<file path="config.mk">
export PLATFORM = sky130hd
export DESIGN_NAME = can_bit_timing_error_count
export DESIGN_NICKNAME = d
export VERILOG_FILES = /design/src/rtl/can_timing_pkg.sv /design/src/rtl/can_bit_timing_error_count.sv
export VERILOG_INCLUDE_DIRS = /design/src /design/src/rtl
export SDC_FILE = /design/constraint.sdc
export NUM_CORES = 1
export LEC_CHECK = 0
export BUFFER_PORTS_ARGS = -buffer_cell sky130_fd_sc_hd__buf_2
export CAP_MARGIN = 20
export CELL_PAD_IN_SITES_DETAIL_PLACEMENT = 1
export CELL_PAD_IN_SITES_GLOBAL_PLACEMENT = 1
export CORE_ASPECT_RATIO = 0.9
export CORE_MARGIN = 2
export CORE_UTILIZATION = 36
export CTS_CLUSTER_SIZE = 8
export DETAILED_ROUTE_END_ITERATION = 8
export GPL_TIMING_DRIVEN = 0
export PLACE_DENSITY = 0.77
export SLEW_MARGIN = 25
export SYNTH_ARGS = -nofsm -noshare
export SYNTH_HDL_FRONTEND = slang
export SYNTH_SLANG_ARGS = --single-unit
export TNS_END_PERCENT = 20
</file>
<file path="constraint.sdc">
create_clock -name core_clk -period 1.99 [get_ports core_clk]
set_clock_uncertainty 0.2 [all_clocks]
set_input_delay 0.398 -clock core_clk [delete_from_list [all_inputs] [get_ports core_clk]]
set_output_delay 0.398 -clock core_clk [all_outputs]
set_load 0.05 [all_outputs]
</file>
<file path="src/rtl/can_timing_regs.svh">
`ifndef CAN_TIMING_REGS_SVH
`define CAN_TIMING_REGS_SVH
`define ADDR_ERROR_COUNTERS    4'h0
`define ADDR_BIT_TIMING_ONE    4'h1
`define TX_ERR_MSB             15
`define TX_ERR_LSB             8
`define RX_ERR_MSB             7
`define RX_ERR_LSB             0
`define SJW_MSB                7
`define SJW_LSB                6
`define PRESC_MSB              5
`define PRESC_LSB              0
`define CFG_ONE_RESET          16'h0000
`define SJQ_CODE_11            3'h4
`define SJQ_CODE_10            3'h3
`define SJQ_CODE_01            3'h2
`define SJQ_CODE_00            3'h1
`define SJQ_RESET              3'h1
`define RDATA_IDLE             16'h0000
`define UNUSED_BYTE            8'h00
`define DIV_CNT_RESET          7'h00
`define DIV_CNT_STEP           7'h01
`endif

</file>
<file path="src/rtl/can_timing_pkg.sv">
`default_nettype none
package can_timing_pkg;
    typedef struct packed {
        logic [3:0]  addr;
        logic [15:0] wdata;
        logic        wr;
        logic        rd;
    } reg_req_s;
    typedef struct packed {
        logic [1:0] sync_jump_width;
        logic [5:0] quantum_prescaler;
    } bit_timing_s;
endpackage
`default_nettype wire

</file>
<file path="src/rtl/can_bit_timing_error_count.sv">
// Summary of operation
// - Tx error count in bits 15..8
// - Rx error count in bits 7..0
// - Config bits 15..8 read zero, ignore writes
// - Jump width codes 11,10,01 give 4,3,2
// - Quantum lasts 2*(prescaler+1) clocks
//
// Implementation choices: the placing of the registers and the strobed register port.

// Register slice of a CAN controller: error counts and bit timing
// Register map, one 16-bit word per index:
//   Index 0, error counters, read only
//     Bits 15..8 transmit count, bits 7..0 receive count
//     Writes to this index are dropped
//   Index 1, bit timing config one, read and write
//     Bits 15..8 not stored, read as zero
//     Bits 7..6 jump width code, bits 5..0 quantum prescaler
//   Other indexes read zero and drop writes
//
// Register port timing:
//   A strobe is taken on the rising edge that sees it high
//   Read data stand in the following cycle only, zero otherwise
//   A write changes the config on that same edge
//   Write and read strobes may follow each other with no gap
//
// Derived outputs:
//   Jump width in quanta follows the config one cycle late
//   Time quantum is a one-cycle pulse every 2*(prescaler+1) clocks
//   A new prescaler applies at once; the running quantum may be cut
//
// Counters come from the protocol engine on this clock, so they are
// read without synchronisers
//
// Reset:
//   Config clears to zero, so jump width is one quantum and the
//   quantum pulse runs at its fastest, every second clock
//   Read data and the quantum pulse are low during reset

`include "can_timing_regs.svh"
`default_nettype none
module can_bit_timing_error_count #(
    parameter int CNT_W = 8
) (
    // Clock and reset
    input  wire logic                    core_clk,
    input  wire logic                    rst_n,
    // Register port
    input  wire can_timing_pkg::reg_req_s req,
    output logic [15:0]                  rdata,
    // Protocol engine side
    input  wire logic [CNT_W-1:0]        tx_error_counter,
    input  wire logic [CNT_W-1:0]        rx_error_counter,
    output logic [2:0]                   sync_jump_quanta,
    output logic                         time_quantum
);
    import can_timing_pkg::*;

    // Widths used by the register map and the divider
    // Register word
    localparam int REG_W = 16;
    // Stored config payload
    localparam int CFG_W = $bits(bit_timing_s);
    // Divider counts up to 2*63+1
    localparam int DIV_W = 7;
    // Jump width up to four quanta
    localparam int SJQ_W = 3;

    // The map packs both counters into one word and the config into a
    // byte, so other widths cannot be served
    if (CNT_W != 8) begin : g_bad_cnt_w
        $error("CNT_W must be 8");
    end
    if (CFG_W != 8) begin : g_bad_cfg_w
        $error("Config payload must be 8 bits");
    end

    // Reset image of the config register; only its lower byte is stored
    localparam logic [REG_W-1:0] CFG_RESET_WORD = `CFG_ONE_RESET;
    localparam bit_timing_s      CFG_RESET      =
        bit_timing_s'(CFG_RESET_WORD[CFG_W-1:0]);

    // Jump width in quanta for a two-bit code
    function automatic logic [SJQ_W-1:0] jump_quanta(
        input logic [1:0] code
    );
        logic [SJQ_W-1:0] q;
        case (code)
            2'b11:   q = `SJQ_CODE_11;
            2'b10:   q = `SJQ_CODE_10;
            2'b01:   q = `SJQ_CODE_01;
            default: q = `SJQ_CODE_00;
        endcase
        return q;
    endfunction

    // Last divider count: counting 0 up to 2*p+1 gives 2*(p+1) clocks
    function automatic logic [DIV_W-1:0] quantum_last(
        input logic [5:0] presc
    );
        return {presc, 1'b1};
    endfunction

    // Error count word: transmit byte above receive byte
    function automatic logic [REG_W-1:0] error_word(
        input logic [CNT_W-1:0] tx,
        input logic [CNT_W-1:0] rx
    );
        logic [REG_W-1:0] w;
        // Start from zero so no bit is left undriven
        w = `RDATA_IDLE;
        w[`TX_ERR_MSB:`TX_ERR_LSB] = tx;
        w[`RX_ERR_MSB:`RX_ERR_LSB] = rx;
        return w;
    endfunction

    // Config word: the unimplemented upper byte always reads zero
    function automatic logic [REG_W-1:0] config_word(
        input bit_timing_s c
    );
        return {`UNUSED_BYTE, c};
    endfunction

    // Strobe decode for the two mapped registers
    logic        cfg_write;
    logic        err_read;
    logic        cfg_read;

    // Writes to the error counters index have no target
    assign cfg_write = req.wr && (req.addr == `ADDR_BIT_TIMING_ONE);
    // Reads of unmapped indexes match neither line
    assign err_read  = req.rd && (req.addr == `ADDR_ERROR_COUNTERS);
    assign cfg_read  = req.rd && (req.addr == `ADDR_BIT_TIMING_ONE);

    // Config register
    bit_timing_s cfg;
    bit_timing_s next_cfg;

    always_comb begin
        next_cfg = cfg;
        if (cfg_write) begin
            // Upper byte of the write data has nowhere to go
            next_cfg.sync_jump_width   = req.wdata[`SJW_MSB:`SJW_LSB];
            next_cfg.quantum_prescaler = req.wdata[`PRESC_MSB:`PRESC_LSB];
        end
    end

    // Config flops
    always_ff @(posedge core_clk or negedge rst_n) begin
        if (!rst_n) begin
            cfg <= CFG_RESET;
        end else begin
            cfg <= next_cfg;
        end
    end

    // Read data: registered, stands for the one cycle after the strobe
    // and drops back to zero so a stale word is never mistaken for new
    logic [REG_W-1:0] next_rdata;

    always_comb begin
        next_rdata = `RDATA_IDLE;
        if (err_read) begin
            // Counters are taken as they stand at the read edge
            next_rdata = error_word(tx_error_counter, rx_error_counter);
        end else if (cfg_read) begin
            next_rdata = config_word(cfg);
        end
        // Unmapped indexes and idle cycles keep the zero word
    end

    // Read data flops
    always_ff @(posedge core_clk or negedge rst_n) begin
        if (!rst_n) begin
            rdata <= `RDATA_IDLE;
        end else begin
            rdata <= next_rdata;
        end
    end

    // Jump width, registered one cycle after the config changes
    logic [SJQ_W-1:0] next_sjq;

    always_comb begin
        // Code 00 maps to a single quantum
        next_sjq = jump_quanta(cfg.sync_jump_width);
    end

    // Jump width flops
    always_ff @(posedge core_clk or negedge rst_n) begin
        if (!rst_n) begin
            sync_jump_quanta <= `SJQ_RESET;
        end else begin
            sync_jump_quanta <= next_sjq;
        end
    end

    // Quantum divider
    // A new prescaler takes effect at once: a count already past the new
    // limit wraps on the next clock instead of running the long way round
    logic [DIV_W-1:0] div_cnt;
    logic [DIV_W-1:0] next_div_cnt;
    logic [DIV_W-1:0] div_last;
    logic             next_tq;

    always_comb begin
        div_last = quantum_last(cfg.quantum_prescaler);
        // Wrap and pulse at the last count
        if (div_cnt >= div_last) begin
            next_div_cnt = `DIV_CNT_RESET;
            next_tq      = 1'b1;
        end else begin
            next_div_cnt = div_cnt + `DIV_CNT_STEP;
            next_tq      = 1'b0;
        end
    end

    // Divider flops
    always_ff @(posedge core_clk or negedge rst_n) begin
        if (!rst_n) begin
            div_cnt      <= `DIV_CNT_RESET;
            time_quantum <= 1'b0;
        end else begin
            div_cnt      <= next_div_cnt;
            time_quantum <= next_tq;
        end
    end
endmodule // can_bit_timing_error_count
`default_nettype wire

</file>
==> results of run 1 <==
state kept, by name, summed over array words and instances (netlist names):
name,cells
sync_jump_quanta,3
cfg,8
div_cnt,7
rdata,16
time_quantum,1
timing repair:
item | in CTS | in global routing
resized for setup | 0 | 1
endpoints found under the setup margin | 0 | 1
setup buffers | 0 | 0
layer usage:
| metal | share of wire, % | up-vias | track usage, % |
|---|---|---|---|
| li1 | - | 512 | - |
| met2 | 53 | 37 | 28.1 |
| met1 | 40 | 519 | 17.7 |
| met4 | 1.6 | 0 | 5.66 |
| met5 | 0 | - | 0 |
| met3 | 5.6 | 6 | 4.35 |
worst register-to-register path, delay by kind of cell, from the launching register on:
kind	cells	cell delay [ns]
AO/OA/AOI/OAI	1	0.53
flip-flops	1	0.38
AND/OR/NAND/NOR	2	0.34
adder cells (fa/ha/maj)	1	0.31
buffers and inverters	1	0.06
cells in the final DEF, fill, tap and decap left out, types with 2 or more instances in the layout:
cell / netlist / final
or2_2: 2 / 2
xor2_1: 2 / 2
and2_1: 8 / 8
and3_1: 2 / 2
a22o_1: 8 / 8
nand2_1: 2 / 2
nor3_1: 4 / 4
nor2_1: 2 / 2
nand3_2: 2 / 2
clkbuf_8: 0 / 7
nand3_1: 3 / 3
mux2_2: 8 / 8
ha_1: 10 / 10
inv_1: 9 / 9
o21ai_0: 2 / 2
a21oi_1: 3 / 3
or3_1: 2 / 2
buf_2: 2 / 53
dfrtp_1: 34 / 34
cells by family (layout without fill, tap and decap cells):
logic type,count (synthesis),count (layout)
AO/OA/AOI/OAI,17,17
XOR/XNOR,3,3
adder cells (fa/ha/maj),10,10
buffers and inverters,12,71
flip-flops,35,35
multiplexers,8,8
AND/OR/NAND/NOR,30,30
power by group through the flow:
| stage | logic (µW) | clock network, µW | registers [µW] |
|---|---|---|---|
| finish | 517 | 560 | 938 |
| CTS | 523 | 569 | 941 |
| global route | 584 | 613 | 959 |
| floorplan | 269 | 0 | 1030 |
| global placement | 488 | 0 | 944 |
| detailed placement | 520 | 0 | 954 |
per-stage QoR:
step	instance area, µm²	total power (µW)	util, %
2_1_floorplan	1480	1300	-
3_3_place_gp	1790	1430	44.6
3_5_place_dp	1790	1470	44.6
4_1_cts	1890	2030	47.1
5_1_grt	1900	2160	47.2
6_report	1900	2010	47.2
layout make-up:
cell class | count | share of cell area (%)
inverter | 9 | 1.78
timing repair buffer | 51 | 13.5
sequential | 35 | 46.3
clock buffer | 8 | 5.28
tap | 48 | 3.17
buffer | 3 | 0.924
multi-input combinational | 68 | 29.1
how the worst max path moves through the flow:
stage / start / to / slack (ns) / cells past startpoint
after detailed placement: cfg[4] / time_quantum / 0.07 / 5
after CTS: cfg[4] / time_quantum / 0.07 / 5
final: cfg[5] / time_quantum / 0.11 / 5
after global placement: cfg[4] / time_quantum / 0.14 / 5
after floorplan: cfg[4] / time_quantum / 0.29 / 5
after global routing: cfg[5] / time_quantum / 0.03 / 5
==> impl_results.md, run 1 <==
* H-tree depth at 2
* Leakage power at 0.00103 µW
* Status: finished with violations
* Critical path class: reg2reg
* Vias in the first global route at 1162
* Worst Path Buf+Inv at 1
* Mux contribution to synthesized area at 6.10%
* HPWL after DPL at 2550 µm
* CP Capture Type: flop
* Pins Over Slew Limit at 0
* CTS Hold Bufs at 0
* DIE WIDTH at 71.5 µm
* Net Sw Power at 659 µW
* Mapped Cells at 115
* Clk pwr share at 27.8%
* Pre-CTS setup slack at 0.0743 ns
* Worst path cell trace: inv_1 -> ha_1 -> nand4_1 -> a21oi_1 -> or2_2
* Synth unique cells at 28
* Die Footprint at 4630 µm²
* Max Buffers Root-to-Sink at 2
* Clock root buffer: clkbuf_8
* Top-count cell post-synth: dfrtp_1
* Yosys top cell by area: dfrtp_1
* Post-synth top flop: dfrtp_1
* Delay-heaviest family, CP: compound AO/OA/AOI/OAI gates
* Yosys reg bits at 35
* Nets at 223
* Startpoint class of the critical path: flop
* Multi-input gate area at 552 µm²
* Fmax at 533 MHz
* Reg2Reg Capture Point: time_quantum
* RSZ-0062 raised after global routing: no
* Comb pwr share at 25.7%
* Post-layout min period at 1.88 ns
* Wire length per cell at 14.7 µm
* Final wirelength at 3260 µm
* Largest cells by area after synthesis: dfrtp_1, ha_1, mux2_2
* Final hold vios at 34
* Area share of the largest cell type after synthesis at 57.6%
* Largest net degree at the start of global routing at 36
* Post-synthesis compound-gate area fraction at 8.73%
* Initial Util at 36.7%
* Num CTS Buffers at 5
* Worst-Margin Slew at 0.756 ns
* Routed vias/inst at 4.84
* Antenna Cells at 0
* 1st-iter DRT viols at 28
* Fraction of registers with async set or reset after synthesis at 100%
* R2R cell count at 5
* Total clock sinks at 35
* First-pass GRT wire length at 5420 µm
* Antenna Nets Post-Route at 0
* All-Layer GR Usage at 15.7%
* Min-Delay Path Class: in2async
* FF+latch area at 877 µm²
* Filler Cell Count at 447
* Worst setup margin at 0.113 ns
* Post-Synth XOR/XNOR Area at 1.78%
* Main combinational cell family by area after synthesis: simple AND/OR/NAND/NOR gates
* DR DRC count at 0
* Post-Syn Area at 1480 µm²
* Critical Path AT at 1.90 ns
* Slew margin rel. at 49.6%
* Worst skew pair latency at 0.29 ns
* Area growth syn-to-layout at 28.4%
* Clock transition at path regs at 0.06 ns
* IO Port Bufs at 51
* Worst Path Max Fanout at 8
* Final TNS setup at 0 ns
* Simple-gate area share of the yosys netlist at 12.0%
* Final setup violating endpoints at 0
* CTS tree: yes
* VDD IR-drop max at 0.418 mV
* Worst path slowest cell: a21oi_1
* PD cells at 1060 nW/µm²
* Post-synthesis sequential area ratio at 59.4%
* Syn Nets at 165
* RePlAce Congestion at 0.711
* Placed cells at 214
* Initial antenna violation count at 0
* Post-synth top cells: dfrtp_1, ha_1, inv_1
* Switch share at 32.7%
* CP peak stage delay at 0.53 ns
* Total iterations of the first detailed-routing run at 4
* Die Ht at 64.8 µm
* Final period util at 94.3%
* R2r setup slk at 0.11 ns
* RR Startpoint: cfg[5]
* Violations in the final reports: hold timing
* Top Ports at 60
* Worst path required time at 2.02 ns
* GRT Residual Overflow at 0
* Int Power at 1360 µW
* Max Cap Violations at 0
* Core Box Area at 4020 µm²
* Fraction of layout cells with a size suffix above 1 at 43.7%
* Placement Rows at 22
* Mapped Avg Cell Area at 12.8 µm²
* Vias at 1074
* Seq pwr share at 46.6%
* Post-synth EDFFs at 0
* Yosys warns at 0
* Hold WS at -0.0225 ns
* Adder-cell area share of the yosys netlist at 8.47%
* Non-Filler Instances at 222
(Power assumes the default switching activity.)
==> run 2, diff against run 1 <==
- PLACE_DENSITY: 0.77 -> 0.81
==> impl_results.md, run 2 (same netlist as run 1, synthesis figures left out) <==
* Final TNS setup at 0 ns (unchanged)
* Worst skew pair latency at 0.29 ns (about the same)
* Clock transition at path regs at 0.08 ns (was 0.06 ns)
* Worst path required time at 1.97 ns (was 2.02 ns)
* Max Cap Violations at 0 (unchanged)
* Initial Util at 36.7% (unchanged)
* Clock root buffer: clkbuf_8 (unchanged)
* Leakage power at 0.00103 µW (about the same)
* Antenna Nets Post-Route at 0 (unchanged)
* VDD IR-drop max at 0.545 mV (was 0.418 mV)
* IO Port Bufs at 51 (unchanged)
* Final period util at 93.7% (was 94.3%)
* Filler Cell Count at 456 (was 447)
* Antenna Cells at 0 (unchanged)
* CTS tree: yes (unchanged)
* Wire length per cell at 14.7 µm (about the same)
* Slew margin rel. at 48.2% (was 49.6%)
* Post-layout min period at 1.86 ns (was 1.88 ns)
* DR DRC count at 0 (unchanged)
* CP Capture Type: flop (unchanged)
* Final core utilization at 47.5% (was 47.2%)
* GRT Residual Overflow at 0 (unchanged)
* CTS Hold Bufs at 0 (unchanged)
* Largest net degree at the start of global routing at 36 (unchanged)
* Max reg flops at 16 (unchanged)
* Vias at 1080 (was 1074)
* Die Footprint at 4630 µm² (unchanged)
* PD cells at 1100 nW/µm² (was 1060 nW/µm²)
* RSZ-0062 raised after global routing: no (unchanged)
* Largest registers: rdata (16), cfg (8), div_cnt (7) (unchanged)
* Initial antenna violation count at 0 (unchanged)
* Fmax at 537 MHz (was 533 MHz)
* Critical path class: reg2reg (unchanged)
* Total clock sinks at 35 (unchanged)
* DIE WIDTH at 71.5 µm (unchanged)
* Fin area at 1910 µm² (was 1900 µm²)
* Vias in the first global route at 1245 (was 1162)
* Core Box Area at 4020 µm² (unchanged)
* Startpoint class of the critical path: flop (unchanged)
* H-tree depth at 2 (unchanged)
* Violations in the final reports: hold timing (unchanged)
* Max Buffers Root-to-Sink at 2 (unchanged)
* Top Ports at 60 (unchanged)
* Hold WS at -0.0208 ns (was -0.0225 ns)
* R2R cell count at 5 (unchanged)
* Die Ht at 64.8 µm (unchanged)
* Placement Rows at 22 (unchanged)
* Routed vias/inst at 4.86 (was 4.84)
* Fraction of layout cells with a size suffix above 1 at 44.3% (was 43.7%)
* Commonest cells after routing, fill and taps aside: buf_2, dfrtp_1, ha_1 (unchanged)
* Final hold vios at 28 (was 34)
* Nets at 223 (unchanged)
* Worst Path Max Fanout at 8 (unchanged)
* 1st-iter DRT viols at 40 (was 28)
* Total iterations of the first detailed-routing run at 4 (unchanged)
* Total power at 2100 µW (was 2010 µW)
* Commonest non-fill, non-tap cell in the layout: buf_2 (unchanged)
* Worst-Margin Slew at 0.777 ns (was 0.756 ns)
* Area growth syn-to-layout at 29.2% (was 28.4%)
* Min-Delay Path Class: in2async (unchanged)
* All-Layer GR Usage at 16.0% (was 15.7%)
* Critical Path AT at 1.84 ns (was 1.90 ns)
* Num CTS Buffers at 5 (unchanged)
* Largest Register: rdata (unchanged)
* Final setup violating endpoints at 0 (unchanged)
* Final wirelength at 3270 µm (was 3260 µm)
* Pins Over Slew Limit at 0 (unchanged)
* DP Area at 1790 µm² (unchanged)
* HPWL after DPL at 2490 µm (was 2550 µm)
* First-pass GRT wire length at 5550 µm (was 5420 µm)
* RePlAce Congestion at 0.797 (was 0.711)
* Status: finished with violations (unchanged)
run 2: final timing paths:
path / startpoint / slack, ns / end
worst min register to register: div_cnt[0] / 0.33 / div_cnt[0]
worst max register to register: cfg[4] / 0.13 / time_quantum
worst min-delay path: rst_n / -0.02 / rdata[12]
worst max-delay path: cfg[4] / 0.13 / time_quantum
min in group core_clk: tx_error_counter[7] / 0.11 / rdata[15]
max in group asynchronous: rst_n / 1.11 / rdata[0]
run 2: per-layer routing:
metal,track usage (%),vias up,part of all wire (%)
met5,0,-,0
met4,8.02,0,1.7
met3,3.27,5,4.8
met2,28.1,30,51
met1,18.4,533,43
li1,-,512,-
run 2: final cells by class:
cell class	count	area [µm²]	share of cell area [%]
Tap cell	48	60.1	3.15
Multi-Input combinational cell	68	552	28.9
Clock inverter	3	43.8	2.30
Buffer	3	17.5	0.918
Clock buffer	5	68.8	3.61
Timing Repair Buffer	51	255	13.4
Inverter	9	33.8	1.77
Sequential cell	35	877	46.0
run 2: worst max-delay path, cell delays in order, from the launching register on:
cell     delay (ns)
dfrtp_1        0.38
inv_1          0.05
ha_1           0.32
a41oi_1        0.20
o21ai_1        0.24
or2_2          0.36
run 2: repair_timing:
action / in CTS / in global routing
hold endpoints to repair: 0 / 0
endpoints found under the setup margin: 0 / 7
resized for setup: 0 / 1
buffers inserted: 0 / 0
run 2: through the flow:
step,setup slack [ns],cells,hold slack (ns)
5_1_grt,0.0383,222,0.0385
3_3_place_gp,0.164,214,0.298
3_5_place_dp,0.125,214,0.315
2_1_floorplan,0.294,115,-0.0976
6_report,0.126,222,-0.0208
4_1_cts,0.0950,222,0.0123
run 2: power by group:
part           internal [µW]  switching, µW
registers                832            102
logic                    207            314
clock network            373            268
==> run 3, diff against run 2 <==
- CORE_UTILIZATION: 36 -> 39
- PLACE_DENSITY: 0.81 -> 0.86
- clock period: 1.99 -> 2.36 ns (I/O delays scaled with it)
==> impl_results.md, run 3 (same netlist as run 1, synthesis figures left out) <==
* Fmax at 525 MHz (was 537 MHz)
* Startpoint class of the critical path: flop (unchanged)
* Worst skew pair latency at 0.28 ns (was 0.29 ns)
* GRT Residual Overflow at 0 (unchanged)
* Die Ht at 62.4 µm (was 64.8 µm)
* Postcts setup bufs at 0 (unchanged)
* Total clock sinks at 35 (unchanged)
* Met1 global-route usage at 21.0% (was 18.4%)
* HPWL after DPL at 2670 µm (was 2490 µm)
* PD cells at 885 nW/µm² (was 1100 nW/µm²)
* DR DRC count at 0 (unchanged)
* Top Usage Layer GRT: met2 (unchanged)
* CTS Hold Bufs at 0 (unchanged)
* CP Capture Type: flop (unchanged)
* 1st-iter DRT viols at 59 (was 40)
* Largest registers: rdata (16), cfg (8), div_cnt (7) (unchanged)
* Vias at 1074 (was 1080)
* Switch share at 33.0% (was 32.6%)
* Vias in the first global route at 1234 (was 1245)
* Clock transition at path regs at 0.07 ns (was 0.08 ns)
* H-tree depth at 2 (unchanged)
* Die Footprint at 4290 µm² (was 4630 µm²)
* Antenna Nets Post-Route at 0 (unchanged)
* Leakage power at 0.00103 µW (about the same)
* All-Layer GR Usage at 18.4% (was 16.0%)
* FF+latch area at 877 µm² (unchanged)
* Nets at 223 (unchanged)
* Antenna Cells at 0 (unchanged)
* Critical path class: reg2reg (unchanged)
* Total iterations of the first detailed-routing run at 4 (unchanged)
* Initial Util at 40.1% (was 36.7%)
* RSZ-0062 raised after global routing: no (unchanged)
* RePlAce Congestion at 0.722 (was 0.797)
* Net Sw Power at 549 µW (was 684 µW)
* Status: completed (was finished with violations)
* CTS tree: yes (unchanged)
* Final setup violating endpoints at 0 (unchanged)
* Wire length per cell at 15.3 µm (was 14.7 µm)
* DIE WIDTH at 68.9 µm (was 71.5 µm)
* Worst Path Max Fanout at 8 (unchanged)
* Routed vias/inst at 4.88 (was 4.86)
* Commonest non-fill, non-tap cell in the layout: buf_2 (unchanged)
* Final period util at 80.7% (was 93.7%)
* Final TNS setup at 0 ns (unchanged)
* Critical Path AT at 1.87 ns (was 1.84 ns)
* Int Power at 1110 µW (was 1410 µW)
* VDD IR-drop max at 0.303 mV (was 0.545 mV)
* Final wirelength at 3370 µm (was 3270 µm)
* First-pass GRT wire length at 5610 µm (was 5550 µm)
* Seq pwr share at 47.5% (was 44.6%)
* Clk pwr share at 26.0% (was 30.6%)
* IO Port Bufs at 51 (unchanged)
* GR Util met3 at 5.95% (was 3.27%)
* Commonest cells after routing, fill and taps aside: buf_2, dfrtp_1, ha_1 (unchanged)
* Clock root buffer: clkbuf_8 (unchanged)
* Worst-Margin Slew at 0.765 ns (was 0.777 ns)
* Placement Rows at 21 (was 22)
* Area growth syn-to-layout at 27.4% (was 29.2%)
* Final hold vios at 0 (was 28)
* Comb pwr share at 26.5% (was 24.8%)
* Filler Cell Count at 415 (was 456)
* Max reg flops at 16 (unchanged)
* Pins Over Slew Limit at 0 (unchanged)
* R2R cell count at 5 (unchanged)
* Num CTS Buffers at 5 (unchanged)
* Multi-input gate area at 548 µm² (was 552 µm²)
* Largest Register: rdata (unchanged)
* Min-Delay Path Class: in2async (unchanged)
* Max Buffers Root-to-Sink at 2 (unchanged)
* Initial antenna violation count at 0 (unchanged)
* Core Box Area at 3680 µm² (was 4020 µm²)
* Post-layout min period at 1.91 ns (was 1.86 ns)
* Largest net degree at the start of global routing at 36 (unchanged)
* Max Cap Violations at 0 (unchanged)
* Top Ports at 60 (unchanged)
* Post-CTS Resized at 0 (unchanged)
* Worst setup margin at 0.455 ns (was 0.126 ns)
* Pre-CTS setup slack at 0.474 ns (was 0.125 ns)
* GRT met2 Usage at 31.5% (was 28.1%)
* Slew margin rel. at 49.0% (was 48.2%)
* Fraction of layout cells with a size suffix above 1 at 43.1% (was 44.3%)
* Worst path required time at 2.33 ns (was 1.97 ns)
[run 3: changes by cell type in the layout (fill, tap and decap cells not counted), sizes merged]
cell    previous run  this run
bufinv             1         0
clkinv             2         1
clkbuf             5         7
[run 3: power groups by stage]
stage	clock network, µW	registers [µW]	logic [µW]
2_1_floorplan	0	871	227
3_3_place_gp	0	791	411
3_5_place_dp	0	802	442
4_1_cts	447	792	451
5_1_grt	478	806	501
6_report	433	790	440
[run 3: area by class of cell]
| type | count | share of cell area, % |
|---|---|---|
| sequential | 35 | 46.6 |
| tap | 46 | 3.06 |
| multi-input combinational | 68 | 29.1 |
| inverter | 9 | 1.80 |
| clock inverter | 1 | 0.266 |
| buffer | 3 | 0.931 |
| timing repair buffer | 51 | 13.6 |
| clock buffer | 7 | 4.59 |
[run 3: layer usage]
| metal | vias up | part of all wire [%] | wire, µm |
|---|---|---|---|
| li1 | 512 | - | - |
| met1 | 517 | 39 | 1310 |
| met2 | 41 | 53 | 1800 |
| met3 | 4 | 6.8 | 229 |
| met4 | 0 | 1.1 | 37 |
| met5 | - | 0 | 0 |
[run 3: path summary, 6_finish.rpt]
check                                    start           end  slack, ns
max in group asynchronous                rst_n    div_cnt[1]       1.41
min reg2reg                         div_cnt[0]    div_cnt[0]       0.32
min                                      rst_n      rdata[4]       0.06
min in group core_clk      tx_error_counter[3]     rdata[11]       0.20
max reg2reg                             cfg[4]  time_quantum       0.45
max                                     cfg[4]  time_quantum       0.45
[run 3: stage by stage]
step / instance area [µm²] / power (µW) / util [%] / std cells / hold slack (ns)
global placement: 1790 / 1200 / 48.6 / 212 / 0.295
global route: 1880 / 1780 / 51.1 / 220 / 0.122
detailed placement: 1790 / 1240 / 48.6 / 212 / 0.317
finish: 1880 / 1660 / 51.1 / 220 / 0.0599
floorplan: 1480 / 1100 / - / 115 / -0.0236
CTS: 1880 / 1690 / 51.1 / 220 / 0.0845
[run 3: worst max-delay path: stages (launching register included)]
cell and delay [ns]:
dfrtp_1 0.37, inv_1 0.06, ha_1 0.33, a41oi_1 0.23, o21ai_1 0.25, or2_2 0.36
